<file path="src/rtl/ubfe_defines.svh">
// Operation
// overrun when frame ends with buffer unread
// receiver checks only one stop bit
// software must read buffer after overrun
// source clock is main clock over 2^(n+1)
// bit period is 16+k source clocks
// bit rate equals fx/(2^(n+1)*(k+16))
// baud register resets zero, bit7 zero
// software never writes baud register mid-transfer
// start, 7/8 bits, parity, 1/2 stops
// 7-bit mode drops/zeroes bit 7
// even parity generated and checked
// odd parity generated and checked
// zero parity sends 0, never checks
// no parity sends none, checks none
// tx register write starts framed transmission
// shift-out end raises done request and flag
// software never rewrites mode during transmission
// receive enable starts input sampling
// start bit confirmed at half-bit strobe
// frame ends after data, parity, stop
// buffer loaded at end, done unless suppressed
// error flags cleared on read or next frame
// error request precedes done request
// receive disable aborts frame without effects
// character bits travel LSB first
// later bits sampled once per bit period
`ifndef UBFE_DEFINES_SVH
`define UBFE_DEFINES_SVH

`define UBFE_ADDR_MODE     16'hffa0
`define UBFE_ADDR_STATUS   16'hffa1
`define UBFE_ADDR_BAUD     16'hffa2
`define UBFE_ADDR_DATA     16'hffa3

`define UBFE_MODE_RESET    8'h00
`define UBFE_BAUD_RESET    8'h00
`define UBFE_MODE_WMASK    8'hfe
`define UBFE_BAUD_WMASK    8'h7f

`define UBFE_BAUD_PS_LSB   4
`define UBFE_BAUD_PS_MSB   6
`define UBFE_BAUD_DIV_MSB  3
`define UBFE_DIV_BASE      5'h10
`define UBFE_DIV_PROHIB    4'hf

`define UBFE_CHAR_LEN7     4'h7
`define UBFE_CHAR_LEN8     4'h8
`define UBFE_DATA_MSB      7

`endif

</file>
<file path="src/rtl/ubfe_pkg.sv">
package ubfe_pkg;

   typedef enum logic [1:0] {
      UBFE_PAR_NONE = 2'h0,
      UBFE_PAR_ZERO = 2'h1,
      UBFE_PAR_ODD  = 2'h2,
      UBFE_PAR_EVEN = 2'h3
   } ubfe_parity_t;

   typedef struct packed {
      logic         tx_en;
      logic         rx_enable_bit;
      ubfe_parity_t parity;
      logic         char8;
      logic         stop_length_sel;
      logic         error_irq_suppress;
      logic         rsvd;
   } ubfe_mode_t;

   typedef struct packed {
      logic [3:0] rsvd;
      logic       parity_err;
      logic       framing_err;
      logic       overrun_flag;
   } ubfe_status_t;

   typedef struct packed {
      logic       rsvd;
      logic [2:0] prescale;
      logic [3:0] divisor;
   } ubfe_baud_t;

   typedef enum logic [4:0] {
      UBFE_TX_IDLE   = 5'b00001,
      UBFE_TX_START  = 5'b00010,
      UBFE_TX_DATA   = 5'b00100,
      UBFE_TX_PARITY = 5'b01000,
      UBFE_TX_STOP   = 5'b10000
   } ubfe_tx_state_t;

   typedef enum logic [4:0] {
      UBFE_RX_IDLE   = 5'b00001,
      UBFE_RX_START  = 5'b00010,
      UBFE_RX_DATA   = 5'b00100,
      UBFE_RX_PARITY = 5'b01000,
      UBFE_RX_STOP   = 5'b10000
   } ubfe_rx_state_t;

endpackage

</file>
<file path="src/rtl/ubfe_engine.sv">
`timescale 1ns/10ps
`include "ubfe_defines.svh"

module ubfe_engine #(
   parameter int DATA_W = 8
) (
   input  wire logic        clk_sys,
   input  wire logic        rst,
   input  wire logic [15:0] bus_addr,
   input  wire logic        bus_wr,
   input  wire logic        bus_rd,
   input  wire logic [7:0]  bus_wdata,
   output logic      [7:0]  bus_rdata_q,
   input  wire logic        tx_done_flag_clr,
   input  wire logic        serial_in_pin,
   output logic             serial_out_q,
   output logic             tx_done_request_q,
   output logic             tx_done_flag_q,
   output logic             rx_done_request_q,
   output logic             rx_error_request_q
);

   generate
      if (DATA_W != 8) begin : g_bad_width
         $error("ubfe_engine serves 8-bit characters only");
      end
   endgenerate

   ubfe_pkg::ubfe_mode_t     mode_q;
   ubfe_pkg::ubfe_baud_t     baud_q;
   ubfe_pkg::ubfe_status_t   status_q;
   ubfe_pkg::ubfe_tx_state_t tx_state_q;
   ubfe_pkg::ubfe_rx_state_t rx_state_q;

   logic [7:0] pre_q;
   logic [7:0] pre_mask;
   logic       src_tick;
   logic [7:0] rx_buffer_q;
   logic       rx_full_q;
   logic [7:0] tx_shift_q;
   logic [3:0] tx_cnt_q;
   logic       tx_par_q;
   logic [7:0] rx_shift_q;
   logic [3:0] rx_cnt_q;
   logic       rx_par_q;
   logic       rx_done_pend_q;
   logic       tx_tick;
   logic       rx_tick;
   logic       tx_restart;
   logic       rx_restart;
   logic       rx_half;
   logic       wr_mode;
   logic       wr_baud;
   logic       wr_tx;
   logic       rd_rxb;
   logic [3:0] char_len;
   logic [7:0] tx_char;
   logic       tx_par_bit;
   logic       rx_par_err;
   logic       rx_frame_end;
   logic       rx_any_err;
   logic [3:0] div_eff;

   assign wr_mode = bus_wr && (bus_addr == `UBFE_ADDR_MODE);
   assign wr_baud = bus_wr && (bus_addr == `UBFE_ADDR_BAUD);
   assign wr_tx   = bus_wr && (bus_addr == `UBFE_ADDR_DATA);
   assign rd_rxb  = bus_rd && (bus_addr == `UBFE_ADDR_DATA);

   assign char_len = mode_q.char8 ? `UBFE_CHAR_LEN8 : `UBFE_CHAR_LEN7;

   // bit 7 of the character is dropped in 7-bit mode
   assign tx_char = mode_q.char8 ? bus_wdata
                                 : {1'b0, bus_wdata[`UBFE_DATA_MSB-1:0]};

   always_comb begin
      unique case (mode_q.parity)
         ubfe_pkg::UBFE_PAR_EVEN: tx_par_bit = ^tx_char;
         ubfe_pkg::UBFE_PAR_ODD:  tx_par_bit = ~^tx_char;
         ubfe_pkg::UBFE_PAR_ZERO: tx_par_bit = 1'b0;
         ubfe_pkg::UBFE_PAR_NONE: tx_par_bit = 1'b0;
      endcase
   end

   always_comb begin
      unique case (mode_q.parity)
         ubfe_pkg::UBFE_PAR_EVEN: rx_par_err = ^{rx_shift_q, rx_par_q};
         ubfe_pkg::UBFE_PAR_ODD:  rx_par_err = ~^{rx_shift_q, rx_par_q};
         ubfe_pkg::UBFE_PAR_ZERO: rx_par_err = 1'b0;
         ubfe_pkg::UBFE_PAR_NONE: rx_par_err = 1'b0;
      endcase
   end

   // register writes
   always_ff @(posedge clk_sys or posedge rst) begin
      if (rst) begin
         mode_q <= ubfe_pkg::ubfe_mode_t'(`UBFE_MODE_RESET);
         baud_q <= ubfe_pkg::ubfe_baud_t'(`UBFE_BAUD_RESET);
      end else begin
         if (wr_mode) begin
            mode_q <= ubfe_pkg::ubfe_mode_t'(bus_wdata & `UBFE_MODE_WMASK);
         end
         if (wr_baud) begin
            baud_q <= ubfe_pkg::ubfe_baud_t'(bus_wdata & `UBFE_BAUD_WMASK);
         end
      end
   end

   // register reads, one cycle after the strobe
   always_ff @(posedge clk_sys or posedge rst) begin
      if (rst) begin
         bus_rdata_q <= 8'h00;
      end else if (bus_rd) begin
         unique case (bus_addr)
            `UBFE_ADDR_MODE:   bus_rdata_q <= mode_q;
            `UBFE_ADDR_STATUS: bus_rdata_q <= {1'b0, status_q};
            `UBFE_ADDR_BAUD:   bus_rdata_q <= baud_q;
            `UBFE_ADDR_DATA:   bus_rdata_q <= rx_buffer_q;
            default:           bus_rdata_q <= 8'h00;
         endcase
      end
   end

   // prescaler: one source tick every 2^(n+1) clocks
   assign pre_mask = 8'((9'h002 << baud_q.prescale) - 9'h001);
   assign src_tick = ((pre_q & pre_mask) == pre_mask);

   always_ff @(posedge clk_sys or posedge rst) begin
      if (rst) begin
         pre_q <= 8'h00;
      end else begin
         pre_q <= pre_q + 8'h01;
      end
   end

   // a prohibited divisor is clamped to 14, a bit period of 30 source ticks
   assign div_eff = (baud_q.divisor == `UBFE_DIV_PROHIB) ? 4'he
                                                         : baud_q.divisor;

   ubfe_bit_timer u_tx_timer (
      .clk_sys  (clk_sys),
      .rst      (rst),
      .src_tick (src_tick),
      .restart  (tx_restart),
      .half     (1'b0),
      .divisor  (div_eff),
      .tick_q   (tx_tick)
   );

   ubfe_bit_timer u_rx_timer (
      .clk_sys  (clk_sys),
      .rst      (rst),
      .src_tick (src_tick),
      .restart  (rx_restart),
      .half     (rx_half),
      .divisor  (div_eff),
      .tick_q   (rx_tick)
   );

   // transmitter; writes while busy are ignored
   assign tx_restart = wr_tx && mode_q.tx_en
                       && (tx_state_q == ubfe_pkg::UBFE_TX_IDLE);

   always_ff @(posedge clk_sys or posedge rst) begin
      if (rst) begin
         tx_state_q        <= ubfe_pkg::UBFE_TX_IDLE;
         tx_shift_q        <= 8'h00;
         tx_cnt_q          <= 4'h0;
         tx_par_q          <= 1'b0;
         serial_out_q      <= 1'b1;
         tx_done_request_q <= 1'b0;
      end else begin
         tx_done_request_q <= 1'b0;
         unique case (tx_state_q)
            ubfe_pkg::UBFE_TX_IDLE: begin
               serial_out_q <= 1'b1;
               if (tx_restart) begin
                  tx_shift_q   <= tx_char;
                  tx_par_q     <= tx_par_bit;
                  tx_cnt_q     <= 4'h0;
                  serial_out_q <= 1'b0;
                  tx_state_q   <= ubfe_pkg::UBFE_TX_START;
               end
            end
            ubfe_pkg::UBFE_TX_START: begin
               if (tx_tick) begin
                  serial_out_q <= tx_shift_q[0];
                  tx_shift_q   <= {1'b0, tx_shift_q[7:1]};
                  tx_cnt_q     <= 4'h1;
                  tx_state_q   <= ubfe_pkg::UBFE_TX_DATA;
               end
            end
            ubfe_pkg::UBFE_TX_DATA: begin
               if (tx_tick) begin
                  if (tx_cnt_q == char_len) begin
                     tx_cnt_q <= 4'h0;
                     if (mode_q.parity == ubfe_pkg::UBFE_PAR_NONE) begin
                        serial_out_q <= 1'b1;
                        tx_state_q   <= ubfe_pkg::UBFE_TX_STOP;
                     end else begin
                        serial_out_q <= tx_par_q;
                        tx_state_q   <= ubfe_pkg::UBFE_TX_PARITY;
                     end
                  end else begin
                     serial_out_q <= tx_shift_q[0];
                     tx_shift_q   <= {1'b0, tx_shift_q[7:1]};
                     tx_cnt_q     <= tx_cnt_q + 4'h1;
                  end
               end
            end
            ubfe_pkg::UBFE_TX_PARITY: begin
               if (tx_tick) begin
                  serial_out_q <= 1'b1;
                  tx_state_q   <= ubfe_pkg::UBFE_TX_STOP;
               end
            end
            ubfe_pkg::UBFE_TX_STOP: begin
               if (tx_tick) begin
                  if (mode_q.stop_length_sel && tx_cnt_q == 4'h0) begin
                     tx_cnt_q <= 4'h1;
                  end else begin
                     tx_done_request_q <= 1'b1;
                     tx_state_q        <= ubfe_pkg::UBFE_TX_IDLE;
                  end
               end
            end
         endcase
      end
   end

   // request flag: a new completion wins over the clear
   always_ff @(posedge clk_sys or posedge rst) begin
      if (rst) begin
         tx_done_flag_q <= 1'b0;
      end else if (tx_done_request_q) begin
         tx_done_flag_q <= 1'b1;
      end else if (tx_done_flag_clr) begin
         tx_done_flag_q <= 1'b0;
      end
   end

   // receiver; the serial input is already synchronous
   assign rx_half = (rx_state_q == ubfe_pkg::UBFE_RX_IDLE);
   assign rx_restart = mode_q.rx_enable_bit && !serial_in_pin
                       && ((rx_state_q == ubfe_pkg::UBFE_RX_IDLE)
                           || (rx_state_q == ubfe_pkg::UBFE_RX_START
                               && rx_tick));
   // only one stop bit is sampled, whatever the stop length
   assign rx_frame_end = mode_q.rx_enable_bit && rx_tick
                         && (rx_state_q == ubfe_pkg::UBFE_RX_STOP);
   assign rx_any_err = rx_par_err || !serial_in_pin || rx_full_q;

   always_ff @(posedge clk_sys or posedge rst) begin
      if (rst) begin
         rx_state_q <= ubfe_pkg::UBFE_RX_IDLE;
         rx_shift_q <= 8'h00;
         rx_cnt_q   <= 4'h0;
         rx_par_q   <= 1'b0;
      end else if (!mode_q.rx_enable_bit) begin
         rx_state_q <= ubfe_pkg::UBFE_RX_IDLE;
      end else begin
         unique case (rx_state_q)
            ubfe_pkg::UBFE_RX_IDLE: begin
               if (!serial_in_pin) begin
                  rx_state_q <= ubfe_pkg::UBFE_RX_START;
               end
            end
            ubfe_pkg::UBFE_RX_START: begin
               if (rx_tick) begin
                  // a glitch shorter than half a bit is no start bit
                  if (!serial_in_pin) begin
                     rx_shift_q <= 8'h00;
                     rx_cnt_q   <= 4'h0;
                     rx_state_q <= ubfe_pkg::UBFE_RX_DATA;
                  end else begin
                     rx_state_q <= ubfe_pkg::UBFE_RX_IDLE;
                  end
               end
            end
            ubfe_pkg::UBFE_RX_DATA: begin
               if (rx_tick) begin
                  rx_shift_q[rx_cnt_q[2:0]] <= serial_in_pin;
                  rx_cnt_q <= rx_cnt_q + 4'h1;
                  if (rx_cnt_q == char_len - 4'h1) begin
                     if (mode_q.parity == ubfe_pkg::UBFE_PAR_NONE) begin
                        rx_state_q <= ubfe_pkg::UBFE_RX_STOP;
                     end else begin
                        rx_state_q <= ubfe_pkg::UBFE_RX_PARITY;
                     end
                  end
               end
            end
            ubfe_pkg::UBFE_RX_PARITY: begin
               if (rx_tick) begin
                  rx_par_q   <= serial_in_pin;
                  rx_state_q <= ubfe_pkg::UBFE_RX_STOP;
               end
            end
            ubfe_pkg::UBFE_RX_STOP: begin
               if (rx_tick) begin
                  rx_state_q <= ubfe_pkg::UBFE_RX_IDLE;
               end
            end
         endcase
      end
   end

   // buffer, status and overrun; a frame end wins over a buffer read
   always_ff @(posedge clk_sys or posedge rst) begin
      if (rst) begin
         rx_buffer_q <= 8'h00;
         rx_full_q   <= 1'b0;
         status_q    <= '0;
      end else if (rx_frame_end) begin
         rx_buffer_q          <= rx_shift_q;
         rx_full_q            <= 1'b1;
         status_q.parity_err  <= rx_par_err;
         status_q.framing_err <= !serial_in_pin;
         // an unread buffer keeps flagging overrun on every frame
         status_q.overrun_flag <= rx_full_q;
      end else if (rd_rxb) begin
         rx_full_q <= 1'b0;
         status_q  <= '0;
      end
   end

   // error request first, completion request one cycle later
   always_ff @(posedge clk_sys or posedge rst) begin
      if (rst) begin
         rx_error_request_q <= 1'b0;
         rx_done_pend_q     <= 1'b0;
         rx_done_request_q  <= 1'b0;
      end else begin
         rx_error_request_q <= rx_frame_end && rx_any_err;
         rx_done_pend_q     <= rx_frame_end
                               && !(rx_any_err
                                    && mode_q.error_irq_suppress);
         rx_done_request_q  <= rx_done_pend_q;
      end
   end

endmodule

</file>
<file path="src/rtl/ubfe_bit_timer.sv">
`timescale 1ns/10ps
`include "ubfe_defines.svh"

module ubfe_bit_timer (
   input  wire logic       clk_sys,
   input  wire logic       rst,
   input  wire logic       src_tick,
   input  wire logic       restart,
   input  wire logic       half,
   input  wire logic [3:0] divisor,
   output logic            tick_q
);

   logic [4:0] cnt_q;
   logic       half_q;
   logic [4:0] period;
   logic [4:0] limit;

   assign period = `UBFE_DIV_BASE + {1'b0, divisor};
   assign limit  = half_q ? {1'b0, period[4:1]} : period;

   always_ff @(posedge clk_sys or posedge rst) begin
      if (rst) begin
         cnt_q  <= 5'h00;
         half_q <= 1'b0;
         tick_q <= 1'b0;
      end else if (restart) begin
         cnt_q  <= 5'h00;
         half_q <= half;
         tick_q <= 1'b0;
      end else if (src_tick) begin
         if (cnt_q == limit - 5'h01) begin
            cnt_q  <= 5'h00;
            half_q <= 1'b0;
            tick_q <= 1'b1;
         end else begin
            cnt_q  <= cnt_q + 5'h01;
            tick_q <= 1'b0;
         end
      end else begin
         tick_q <= 1'b0;
      end
   end

endmodule

</file>
<file path="config.mk">
export PLATFORM = sky130hd
export DESIGN_NAME = ubfe_engine
export DESIGN_NICKNAME = d
export VERILOG_FILES = /design/src/rtl/ubfe_pkg.sv /design/src/rtl/ubfe_engine.sv /design/src/rtl/ubfe_bit_timer.sv
export VERILOG_INCLUDE_DIRS = /design/src /design/src/rtl
export SDC_FILE = /design/constraint.sdc
export NUM_CORES = 1
export LEC_CHECK = 0
export BUFFER_PORTS_ARGS = -buffer_cell sky130_fd_sc_hd__buf_2
export CAP_MARGIN = 20
export CORE_MARGIN = 3
export CORE_UTILIZATION = 60
export CTS_CLUSTER_DIAMETER = 200
export DETAILED_ROUTE_END_ITERATION = 10
export GPL_ROUTABILITY_DRIVEN = 0
export PLACE_DENSITY = 0.8
export SETUP_SLACK_MARGIN = 0.15
export SLEW_MARGIN = 15
export SYNTH_ARGS = -nofsm -noshare
export SYNTH_HDL_FRONTEND = slang
export SYNTH_HIERARCHICAL = 1
export SYNTH_SLANG_ARGS = --single-unit
</file>
<file path="constraint.sdc">
create_clock -name clk_sys -period 3.4 [get_ports clk_sys]
set_input_delay 0.34 -clock clk_sys [delete_from_list [all_inputs] [get_ports clk_sys]]
set_output_delay 0.34 -clock clk_sys [all_outputs]
set_load 0.03 [all_outputs]
</file>
==> results_dict.tcl <==
set metrics [dict create \
    grt_pass1_vias 4129 \
    layout_setup_ws_ns 0.698 \
    yosys.area_share.simple_pct 19.4 \
    regToRegEndpoint "u_tx_timer/half_q$_DFFE_PP0P_" \
    clockBufferDepth 2 \
    grt_pass1_wl_um 20100 \
    hold_path_startpoint "tx_done_flag_clr" \
    worstPathArrival_ns 2.96 \
    wl_per_cell_um 17.4 \
    synth_compound_area_share_pct 15.1 \
    core-area_um2 8890 \
    insertion_delay_ns 0.37 \
    antenna_found_initial 0 \
    cts_inserted_buffers 9 \
    worstSetupEndpointType "flop" \
    rsz0062_at_grt "false" \
    drc_errors 0 \
    antenna_left 0 \
    dpl.hpwl_um 9040 \
    yosysMostFrequentCell "dfrtp_1" \
    grt.overflow.total 0 \
    power.density_nw_per_um2 494 \
    htreeDepth 3 \
    clk_transition_reported_paths_ns 0.10 \
    grt_usage_pct 24.5 \
    post-route-period-util_pct 79.5 \
    synthArstFlopShare_pct 100 \
    drive_gt1_share_pct 21.7 \
    yosysWarningCount 6 \
    r2r_slack_ns 0.70 \
    reg2reg_depth 7 \
    synth.area.top_cells "dfrtp_1 (43%), mux2_2 (7.5%), o21ai_0 (3.7%), xnor2_1 (3.1%), nand2_1 (2.9%)" \
    cp_num_cells 7 \
    synth_top_cell_area_share_pct 42.6 \
    drtIter0Drc 249 \
    hold_path_class "primary input to flop" \
    r2r_start "baud_q[2]$_DFFE_PP0P_" \
    num_rows 34 \
    fp.dieW_um 102 \
    grt_max_degree 53 \
    worstHoldPathCells 3 \
    hold_violations 0 \
    drv_cap 0 \
    setup_violations 0 \
    min_period_ns 2.70 \
    dp_worst_setup_slack_ns 0.705 \
    outcome "finished clean" \
    ys.flop_type "dfrtp_1" \
    syn_area_per_cell_um2 10.1 \
    port_buffers 42 \
    hold_end "tx_done_flag_q$_DFFE_PP0P_" \
    synthXorXnorAreaFrac_pct 6.57 \
    die_h_um 102 \
    post_synth_fa_ha_maj_area_fraction_pct 1.79 \
    drv_slew 0 \
    yosysUniqueCellTypes 71 \
    worstSetupPathType "flop to flop" \
    p_leak_nw 2.74 \
    detail_route.first_pass.iterations 4 \
    detailed_place.area_um2 5870 \
    max_stage_delay_ns 0.71 \
    slew_headroom_pct 41.6 \
    max_freq_mhz 370 \
    syn-cell-area_um2 5580 \
    layout.cells.non_filler 699 \
    avgViaCountPerCell 6.23 \
    cts-root-buf "clkbuf_8" \
    cp-start-kind "flop" \
    synth_top_family_by_area "simple AND/OR/NAND/NOR gates" \
    cp_slowest_cell "dfrtp_1" \
    synth_edf_count 0 \
    finish.instance_area_um2 6060 \
    yosysSeqAreaShare_pct 44.0 \
    final_nets 623 \
    critical_path_buf_inv_count 0 \
    syn_nets 589 \
    dp_cells 681 \
    io_pins 43 \
    holdWs_ns 0.245 \
    path_max_fanout 17 \
    tns_ns 0 \
    cts_tree "yes" \
    finalClockSkew_ns 0.0125 \
    finalWirelength_um 12200 \
    syn-instance-count 551 \
    yosys_register_bits 98 \
    tightest_slew_ns 0.874 \
    yosysTopAreaCell "dfrtp_1" \
    crit_required_ns 3.66 \
    vdd_drop_max_v 0.000277 \
    initial_core_util_pct 62.7 \
    crit_chain "a31oi_1, mux2i_1, ha_1, xor2_1, o311ai_2, nor4b_4, o21ai_1" \
    path_delay_family "flip-flops" \
    num_vias 4358 \
    fp.dieArea_um2 10500 \
    syn_to_final_growth_pct 8.75 \
    cts.sinks 98 \
    synth_mux_area_share_pct 9.18 \
    synthTopCellsByCount "dfrtp_1 (95), nand2_1 (43), o21ai_0 (41)" \
]
kinds of logic (layout without fill, tap and decap cells):
| family | count (synthesis) | in the layout |
|---|---|---|
| and+or+nand+nor | 189 | 189 |
| AOI/OAI and AO/OA | 118 | 118 |
| DFF | 98 | 98 |
| buffers and inverters | 56 | 95 |
| muxes | 44 | 44 |
| xor gates and xnor gates | 37 | 37 |
| adders and majority gates | 8 | 8 |
| other | 1 | 2 |
worst reg2reg max path, cell delays in order (launching register included):
cell      delay (ns)
dfrtp_1         0.71
a31oi_1         0.31
mux2i_1         0.40
ha_1            0.31
xor2_1          0.17
o311ai_2        0.18
nor4b_4         0.38
o21ai_1         0.12
power breakdown:
group | internal [mW] | switching, mW | leakage, nW
Clock | 0.279 | 0.437 | 0.0925
Sequential | 1.27 | 0.107 | 1.27
Combinational | 0.415 | 0.491 | 1.39
Total | 1.96 | 1.03 | 2.74
state kept, by name, indices dropped and copies added, names as in the netlist, 7 cells and up:
signal,cells
bus_rdata_q,8
tx_shift_q,8
baud_q,7
rx_shift_q,8
pre_q,8
rx_buffer_q,8
mode_q,7
routing by layer:
layer	vias to the layer above	track usage (%)	part of all wire, %
li1	2069	-	-
met1	2147	32.2	43
met2	123	41.0	50
met3	19	4.37	4.8
met4	0	8.27	1.6
met5	-	0	0
per-stage QoR:
stage,total power [mW],util [%]
finish,3.00,68.2
CTS,3.01,68.2
detailed placement,2.30,66.0
global route,3.15,68.2
floorplan,2.08,-
global placement,2.24,66.0
cells in the final DEF, fill, tap and decap left out, drive strengths merged, types with 6 or more instances in the layout:
cell	count
dfrtp	95
buf	47
o21ai	44
nand2	43
mux2	37
inv	34
nor2	29
nand3	25
xnor2	22
nor3	18
nand2b	15
xor2	13
a21oi	12
a22o	10
and3	9
clkbuf	9
nand4	8
ha	8
nor3b	8
nand3b	7
o31ai	7
o311ai	6
repair_timing:
item	CTS	global route
resized for setup	0	0
hold buffers	1	0
buffers inserted	0	0
hold endpoints to repair	14	0
worst max-delay path by stage:
stage                               start                       endpoint  slack, ns
floorplan                             rst          baud_q[0]$_DFFE_PP0P_       0.90
global placement              bus_addr[3]      tx_shift_q[3]$_DFFE_PP0P_       0.76
detailed placement            bus_addr[3]      tx_shift_q[4]$_DFFE_PP0P_       0.70
CTS                 baud_q[2]$_DFFE_PP0P_  u_tx_timer/half_q$_DFFE_PP0P_       0.68
global route        baud_q[2]$_DFFE_PP0P_  u_tx_timer/half_q$_DFFE_PP0P_       0.49
finish              baud_q[2]$_DFFE_PP0P_  u_tx_timer/half_q$_DFFE_PP0P_       0.70
cell type report:
| class | count | area (um2) |
|---|---|---|
| flip-flops and latches | 98 | 2460 |
| multi-input cells | 397 | 2910 |
| repair buffers | 48 | 258 |
| inverters | 31 | 118 |
| clock buffers | 9 | 124 |
| fillers | 684 | 2830 |
| clock inverters | 7 | 58.8 |
| well taps | 108 | 135 |
| diodes | 1 | 2.50 |
(Power assumes the default switching activity.)
